--- config.mk ---
export PLATFORM = sky130hd
export DESIGN_NAME = two_level_irq_ctrl
export DESIGN_NICKNAME = d
export VERILOG_FILES = /design/src/core/ext_irq_input.v /design/src/core/two_level_irq_ctrl.v
export VERILOG_INCLUDE_DIRS = /design/src /design/src/common
export SDC_FILE = /design/constraint.sdc
export NUM_CORES = 1
export LEC_CHECK = 0
export ABC_CLOCK_PERIOD_IN_PS = 2720
export BUFFER_PORTS_ARGS = -buffer_cell sky130_fd_sc_hd__buf_2
export CAP_MARGIN = 30
export CORE_MARGIN = 2
export CORE_UTILIZATION = 46
export DETAILED_ROUTE_END_ITERATION = 6
export PLACE_DENSITY = 0.81
export REMOVE_ABC_BUFFERS = 1
export SYNTH_ARGS = -nofsm -noshare
export SYNTH_HDL_FRONTEND = slang
export SYNTH_HIERARCHICAL = 1
export SYNTH_SLANG_ARGS = --single-unit
--- constraint.sdc ---
create_clock -name sys_clk -period 2.72 [get_ports sys_clk]
set_input_delay 0.408 -clock sys_clk [delete_from_list [all_inputs] [get_ports sys_clk]]
set_output_delay 0.408 -clock sys_clk [all_outputs]
set_load 0.02 [all_outputs]
--- src/common/irq_ctrl_regs.vh ---
`ifndef IRQ_CTRL_REGS_VH
`define IRQ_CTRL_REGS_VH
`define EXT_PRIO_ADDR 8'hF6
`define EXT_PRIO_RESET 8'h00
`define BASE_PRIO_RESET 8'h00
`define IRQ_SRC_COUNT 15
`define IRQ_SRC_LAST 14
`define SLOT_IDX_W 4
`define RESET_VECTOR 16'h0000
`define VECTOR_BASE 16'h0003
`define VECTOR_STEP_SHIFT 3
`define SLOT_EXT_A 4'h0
`define SLOT_TMR0 4'h1
`define SLOT_EXT_B 4'h2
`define SLOT_TMR1 4'h3
`define SLOT_RSVD 4'h8
`define SLOT_NONE 4'hF
`define DETECT_CYCLES 3'h1
`define CALL_CYCLES 3'h4
`define PRIO_TWOWIRE_BIT 0
`define PRIO_RSVD_BIT 1
`define PRIO_EXT_LOW 7
`define PRIO_EXT_HIGH 14
`define PIN_SEL_W 3
`define PIN_COUNT 8
`endif

--- src/core/ext_irq_input.v ---
`timescale 1ns/1ps
`include "irq_ctrl_regs.vh"
module ext_irq_input (
  sys_clk,
  sys_rst,
  portPins,
  pinSelect,
  polarity,
  edgeSelect,
  vectorTaken,
  pending
);
  input wire sys_clk;
  input wire sys_rst;
  input wire [`PIN_COUNT-1:0] portPins;
  input wire [`PIN_SEL_W-1:0] pinSelect;
  input wire polarity;
  input wire edgeSelect;
  input wire vectorTaken;
  output wire pending;

  reg sync1_reg;
  reg sync2_reg;
  reg sync3_reg;
  reg stable_reg;
  reg edgeFlag_reg;
  wire activeLevel;
  wire activeEdge;

  // pin tap only
  // Pin is only read here, so any peripheral driving it is undisturbed
  always @(posedge sys_clk) begin
    if (sys_rst) begin
      // Start at the inactive level, else a level input looks active out of reset
      sync1_reg <= ~polarity;
      sync2_reg <= ~polarity;
      sync3_reg <= ~polarity;
      stable_reg <= ~polarity;
    end else begin
      sync1_reg <= portPins[pinSelect];
      sync2_reg <= sync1_reg;
      sync3_reg <= sync2_reg;
      if (sync2_reg == sync3_reg) begin
        stable_reg <= sync3_reg;
      end
    end
  end

  assign activeLevel = polarity ? stable_reg : ~stable_reg;
  assign activeEdge = (polarity ? sync3_reg : ~sync3_reg) & (sync2_reg == sync3_reg) &
    ~activeLevel;

  always @(posedge sys_clk) begin
    if (sys_rst) begin
      edgeFlag_reg <= 1'b0;
    end else if (!edgeSelect) begin
      edgeFlag_reg <= 1'b0;
    end else if (activeEdge) begin
      edgeFlag_reg <= 1'b1;
    end else if (vectorTaken) begin
      edgeFlag_reg <= 1'b0;
    end
  end

  assign pending = edgeSelect ? edgeFlag_reg : activeLevel;
endmodule // ext_irq_input

--- src/core/two_level_irq_ctrl.v ---
`timescale 1ns/1ps
`include "irq_ctrl_regs.vh"
// Overview of operation
// - Each external input has its own polarity and edge/level choice.
// - Edge select 1 means edge, polarity 1 means active high.
// - Each external input taps a chosen port pin without driving it.
// - Edge-mode pending flag clears when the core vectors to it.
// - Level-mode pending follows the input's active level directly.
// - Per-source two priority levels; high preempts low, never preempted.
// - Extended priority bits reset to low; slots 0-6 take their level from the basePriority input.
// - Higher level wins; equal levels decided by lowest slot number.
// - Sample and decode every cycle; fastest response five cycles.
// - After return from interrupt, one more instruction runs before call.
// - Worst case response eighteen cycles including return and divide.
// - Equal or higher running routine blocks until return plus one instruction.
// - Reset vector 0x0000, fifteen slots from 0x0003 eight bytes apart.
// - Extended priority register holds the high-priority bits of slots 7 and 9-14; bit 1 is reserved.
module two_level_irq_ctrl (
  sys_clk,
  sys_rst,
  portPins,
  extAPinSel,
  extBPinSel,
  extAPolarity,
  extBPolarity,
  extAEdgeSelect,
  extBEdgeSelect,
  basePriority,
  srcEnable,
  periphPending,
  regAddr,
  regWrite,
  regWdata,
  regRdata,
  instrBoundary,
  retiExec,
  irqRequest,
  irqVector,
  vectorAck,
  extAPending,
  extBPending,
  resetVector,
  activeHigh,
  activeLow
);
  input wire sys_clk;
  input wire sys_rst;
  input wire [`PIN_COUNT-1:0] portPins;
  input wire [`PIN_SEL_W-1:0] extAPinSel;
  input wire [`PIN_SEL_W-1:0] extBPinSel;
  input wire extAPolarity;
  input wire extBPolarity;
  input wire extAEdgeSelect;
  input wire extBEdgeSelect;
  input wire [`PRIO_EXT_LOW-1:0] basePriority;
  input wire [`IRQ_SRC_LAST:0] srcEnable;
  input wire [`IRQ_SRC_LAST:0] periphPending;
  input wire [7:0] regAddr;
  input wire regWrite;
  input wire [7:0] regWdata;
  output wire [7:0] regRdata;
  input wire instrBoundary;
  input wire retiExec;
  output reg irqRequest;
  output reg [15:0] irqVector;
  input wire vectorAck;
  output wire extAPending;
  output wire extBPending;
  output wire [15:0] resetVector;
  output wire activeHigh;
  output wire activeLow;

  localparam ST_IDLE = 3'b001;
  localparam ST_REQ = 3'b010;
  localparam ST_HOLD = 3'b100;

  reg [7:0] extPrio_reg;
  reg actHigh_reg;
  reg actLow_reg;
  reg [3:0] slot_reg;
  reg slotHigh_reg;
  reg [2:0] state_reg;
  reg [2:0] state_next;
  reg [7:0] readData_reg;
  reg extAAck;
  reg extBAck;
  wire [`IRQ_SRC_LAST:0] pendAll;
  wire [`IRQ_SRC_LAST:0] prioAll;
  wire [`IRQ_SRC_LAST:0] hiReq;
  wire [`IRQ_SRC_LAST:0] loReq;
  wire [3:0] hiSlot;
  wire [3:0] loSlot;
  wire hiAny;
  wire loAny;
  wire canHigh;
  wire canLow;
  wire callDone;

  // Lowest set slot number wins
  function [3:0] first_slot;
    input [`IRQ_SRC_LAST:0] req;
    integer i;
    begin
      first_slot = `SLOT_NONE;
      for (i = `IRQ_SRC_LAST; i >= 0; i = i - 1) begin
        if (req[i]) begin
          first_slot = i[3:0];
        end
      end
    end
  endfunction

  function [15:0] slot_vector;
    input [3:0] slot;
    begin
      slot_vector = `VECTOR_BASE + ({12'h000, slot} << `VECTOR_STEP_SHIFT);
    end
  endfunction

  function slot_acked;
    input [3:0] slot;
    input [3:0] want;
    input done;
    begin
      slot_acked = done && (slot == want);
    end
  endfunction

  ext_irq_input extA (
    .sys_clk(sys_clk),
    .sys_rst(sys_rst),
    .portPins(portPins),
    .pinSelect(extAPinSel),
    .polarity(extAPolarity),
    .edgeSelect(extAEdgeSelect),
    .vectorTaken(extAAck),
    .pending(extAPending)
  );

  ext_irq_input extB (
    .sys_clk(sys_clk),
    .sys_rst(sys_rst),
    .portPins(portPins),
    .pinSelect(extBPinSel),
    .polarity(extBPolarity),
    .edgeSelect(extBEdgeSelect),
    .vectorTaken(extBAck),
    .pending(extBPending)
  );

  always @(posedge sys_clk) begin
    if (sys_rst) begin
      extPrio_reg <= `EXT_PRIO_RESET;
    end else if (regWrite && regAddr == `EXT_PRIO_ADDR) begin
      extPrio_reg <= regWdata;
      // Reserved position stays low
      extPrio_reg[`PRIO_RSVD_BIT] <= 1'b0;
    end
  end

  // Read data is registered, so a write shows one clock later
  always @(posedge sys_clk) begin
    if (sys_rst) begin
      readData_reg <= `EXT_PRIO_RESET;
    end else if (regAddr == `EXT_PRIO_ADDR) begin
      readData_reg <= extPrio_reg;
    end else begin
      readData_reg <= 8'h00;
    end
  end

  assign regRdata = readData_reg;

  // Peripheral flags are owned and cleared by their peripherals
  assign pendAll = {periphPending[`IRQ_SRC_LAST:3], extBPending, periphPending[1],
    extAPending} & srcEnable & ~(15'h0001 << `SLOT_RSVD);
  assign prioAll = {extPrio_reg[7:2], 1'b0, extPrio_reg[`PRIO_TWOWIRE_BIT], basePriority};

  assign hiReq = pendAll & prioAll;
  assign loReq = pendAll & ~prioAll;
  assign hiSlot = first_slot(hiReq);
  assign loSlot = first_slot(loReq);
  assign hiAny = |hiReq;
  assign loAny = |loReq;

  assign canHigh = ~actHigh_reg;
  assign canLow = ~actHigh_reg & ~actLow_reg;
  assign callDone = (state_reg == ST_REQ) && vectorAck;

  always @* begin
    state_next = state_reg;
    case (state_reg)
      ST_IDLE: begin
        // detect at a boundary; a return is not one, so exactly
        // one further instruction runs before the call
        if (instrBoundary && !retiExec && ((hiAny && canHigh) || (loAny && canLow))) begin
          state_next = ST_REQ;
        end
      end
      ST_REQ: begin
        if (vectorAck) begin
          state_next = ST_IDLE;
        end
      end
      default: begin
        state_next = ST_IDLE;
      end
    endcase
  end

  always @(posedge sys_clk) begin
    if (sys_rst) begin
      state_reg <= ST_IDLE;
      irqRequest <= 1'b0;
      irqVector <= `RESET_VECTOR;
      slot_reg <= `SLOT_NONE;
      slotHigh_reg <= 1'b0;
    end else begin
      state_reg <= state_next;
      if (state_reg == ST_IDLE && state_next == ST_REQ) begin
        irqRequest <= 1'b1;
        if (hiAny && canHigh) begin
          slot_reg <= hiSlot;
          slotHigh_reg <= 1'b1;
          irqVector <= slot_vector(hiSlot);
        end else begin
          slot_reg <= loSlot;
          slotHigh_reg <= 1'b0;
          irqVector <= slot_vector(loSlot);
        end
      end else if (callDone) begin
        irqRequest <= 1'b0;
      end
    end
  end

  always @* begin
    extAAck = slot_acked(slot_reg, `SLOT_EXT_A, callDone);
    extBAck = slot_acked(slot_reg, `SLOT_EXT_B, callDone);
  end

  // in-service tracking, closed by the return itself
  always @(posedge sys_clk) begin
    if (sys_rst) begin
      actHigh_reg <= 1'b0;
      actLow_reg <= 1'b0;
    end else begin
      // A return closes the highest routine still open
      if (retiExec) begin
        if (actHigh_reg) begin
          actHigh_reg <= 1'b0;
        end else begin
          actLow_reg <= 1'b0;
        end
      end
      // Last, so a call in the cycle of a return still opens its level
      if (callDone) begin
        if (slotHigh_reg) begin
          actHigh_reg <= 1'b1;
        end else begin
          actLow_reg <= 1'b1;
        end
      end
    end
  end

  assign resetVector = `RESET_VECTOR;
  assign activeHigh = actHigh_reg;
  assign activeLow = actLow_reg;
endmodule // two_level_irq_ctrl

==> impl_metrics.env <==
export IMPL_place_gp_congestion=0.799
export IMPL_power_mw=1.41
export IMPL_synthTopCellsByCount="38 x dfxtp_1, 29 x nor2_1, 28 x buf_4"
export IMPL_yosysWarnings=6
export IMPL_tns_ns=0
export IMPL_cellLeakagePower_nw=1.47
export IMPL_numClockSinks=40
export IMPL_num_vias=2267
export IMPL_die_w_um=76.5
export IMPL_vdd_ir_drop_max_v=0.000239
export IMPL_drv_cap=0
export IMPL_drt_initial_drc_count=101
export IMPL_status="completed"
export IMPL_ys_types=56
export IMPL_area_delta_synth_final_pct=22.8
export IMPL_final_max_slew_viol_count=0
export IMPL_cts_root_buffer="clkbuf_8"
export IMPL_dp_hpwl_um=4420
export IMPL_yosysSeqAreaShare=0.339
export IMPL_fin_crit_sh=0.916
export IMPL_setup_viol=0
export IMPL_yosysMostFrequentCell="dfxtp_1"
export IMPL_yosysTopAreaCell="dfxtp_1"
export IMPL_synth_top_cell_area_share=0.314
export IMPL_power_density_nw_per_um2=473
export IMPL_cts_tree="done"
export IMPL_first_pass_iters=4
export IMPL_crit_path_end_kind="flop"
export IMPL_period_needed_ns=2.49
export IMPL_fin_ws_ns=0.227
export IMPL_fin_skew_ns=0.00767
export IMPL_avgViaCountPerCell=5.15
export IMPL_nFillCells=476
export IMPL_criticalPathCategory="reg -> reg"
export IMPL_max_freq_mhz=401
export IMPL_postCtsSetupBuffers=0
export IMPL_die_h_um=76.5
export IMPL_clockBufferDepth=2
export IMPL_track_usage=0.192
export IMPL_coreArea_um2=5110
export IMPL_tightest_slew_ns=0.627
export IMPL_ys_ff_latch=40
export IMPL_synth_edf_count=2
export IMPL_cts_max_level=2
export IMPL_place_inst=432
export IMPL_clk_pin_slew_ns=0.08
export IMPL_synthArstFlopShare=0
export IMPL_grt_pass1_vias=2121
export IMPL_syn_instance_count=274
export IMPL_synth_ff_type="dfxtp_1"
export IMPL_nets=446
export IMPL_finalHoldViolations=0
export IMPL_fin_cells=440
export IMPL_synth_area_top_cells="dfxtp_1 31%, buf_4 8.7%, nor2_1 4.5%, and3b_1 3.6%, nand3_1 3.5%"
export IMPL_numCtsBuffers=5
export IMPL_ant_nets=0
export IMPL_ios=122
export IMPL_hold_buffers=0
export IMPL_cp_arrival_ns=2.68
export IMPL_dieArea_um2=5860
export IMPL_clk_latency_ns=0.29
export IMPL_grt_start_max_net_pins=34
export IMPL_grt_pass1_wl_um=9130
export IMPL_start_util=0.474
export IMPL_cp_max_fo=4
export IMPL_wire_per_inst_um=12.5
export IMPL_crit_required_ns=2.91
export IMPL_slew_headroom=0.579
export IMPL_cts_resized=0
export IMPL_row_count=26
export IMPL_rsz0062_at_grt="false"
export IMPL_diodes=0
export IMPL_min_path_type="in -> reg"
export IMPL_syn_area_per_cell_um2=8.84
export IMPL_antenna_found_initial=0
export IMPL_io_buffers=89
export IMPL_grt_overflow=0
export IMPL_remaining_drc_errors=0
export IMPL_syn_area_um2=2420
export IMPL_startpoint_type="flop"
export IMPL_wirelength_um=5510
export IMPL_place_ws_ns=0.126
export IMPL_layout_drive_gt1_share=0.311
export IMPL_whs_ns=0.354
## logic make-up after synthesis
family | synth area share
mux | 0.0599
simple gates | 0.320
compound gates | 0.158
flops | 0.339
buf+inv | 0.107
xor+xnor | 0.0145
other cells | 0.00155
## final cells by class
type	count	area [µm²]	area share
multi-input combinational	220	1440	0.485
tap	70	87.6	0.0294
clock buffer	8	121	0.0408
inverter	11	41.3	0.0139
timing repair buffer	91	460	0.155
sequential	40	821	0.276
## worst max-delay path: stages (launching register included)
cell	delay (ns)
edfxtp_1	0.42
xor2_1	0.16
o21ai_0	0.39
nand3_1	0.16
and4_1	0.27
a41o_2	0.30
a211oi_1	0.29
a311oi_2	0.09
a221o_1	0.30
## power breakdown
part / internal, mW / switching [mW]
logic: 0.119 / 0.164
clock network: 0.287 / 0.205
registers: 0.616 / 0.0163
total: 1.02 / 0.385
## per-stage QoR
stage	area (µm²)	util
after floorplan	2300	-
after global placement	2850	0.559
after detailed placement	2850	0.559
after CTS	2970	0.582
after global routing	2970	0.582
final	2970	0.582
## cells in the final DEF, fill, tap and decap left out, types with 3 or more instances in the layout
cell type / Yosys / routed
and2_1: 8 / 8
inv_1: 11 / 11
a211oi_1: 4 / 4
and3_1: 9 / 9
o211ai_1: 3 / 3
and3b_1: 10 / 10
nand2_1: 13 / 13
mux2i_1: 7 / 7
nand3b_1: 6 / 6
a21oi_1: 8 / 8
conb_1: 1 / 28
nor2_1: 29 / 29
nand2b_1: 6 / 6
xor2_1: 4 / 4
nor3_1: 6 / 6
clkbuf_8: 0 / 7
o21ai_0: 11 / 11
nand3_1: 17 / 17
buf_2: 0 / 89
dfxtp_1: 38 / 38
a311oi_1: 3 / 3
nor2b_1: 3 / 3
## path summary, 6_finish.rpt
path / from / endpoint / slack, ns / cells after the start
worst min register to register: extB/sync1_reg$_DFF_P_ / extB/sync2_reg$_DFF_P_ / 0.43 / 2
worst min-delay path: regWdata[7] / extPrio_reg[7]$_SDFFE_PP0P_ / 0.35 / 3
worst max register to register: extB/stable_reg$_DFFE_PP_ / slot_acked.slot[0]$_SDFFE_PP1P_ / 0.23 / 8
worst max-delay path: extB/stable_reg$_DFFE_PP_ / slot_acked.slot[0]$_SDFFE_PP1P_ / 0.23 / 8
## metal layers
metal / up-vias / track usage / share of wire
met4: 0 / 0.0745 / 0.025
met5: - / 0 / 0
li1: 1137 / - / -
met1: 1029 / 0.213 / 0.41
met2: 89 / 0.341 / 0.50
met3: 12 / 0.0581 / 0.068
Power figures use the tool's default switching activity.
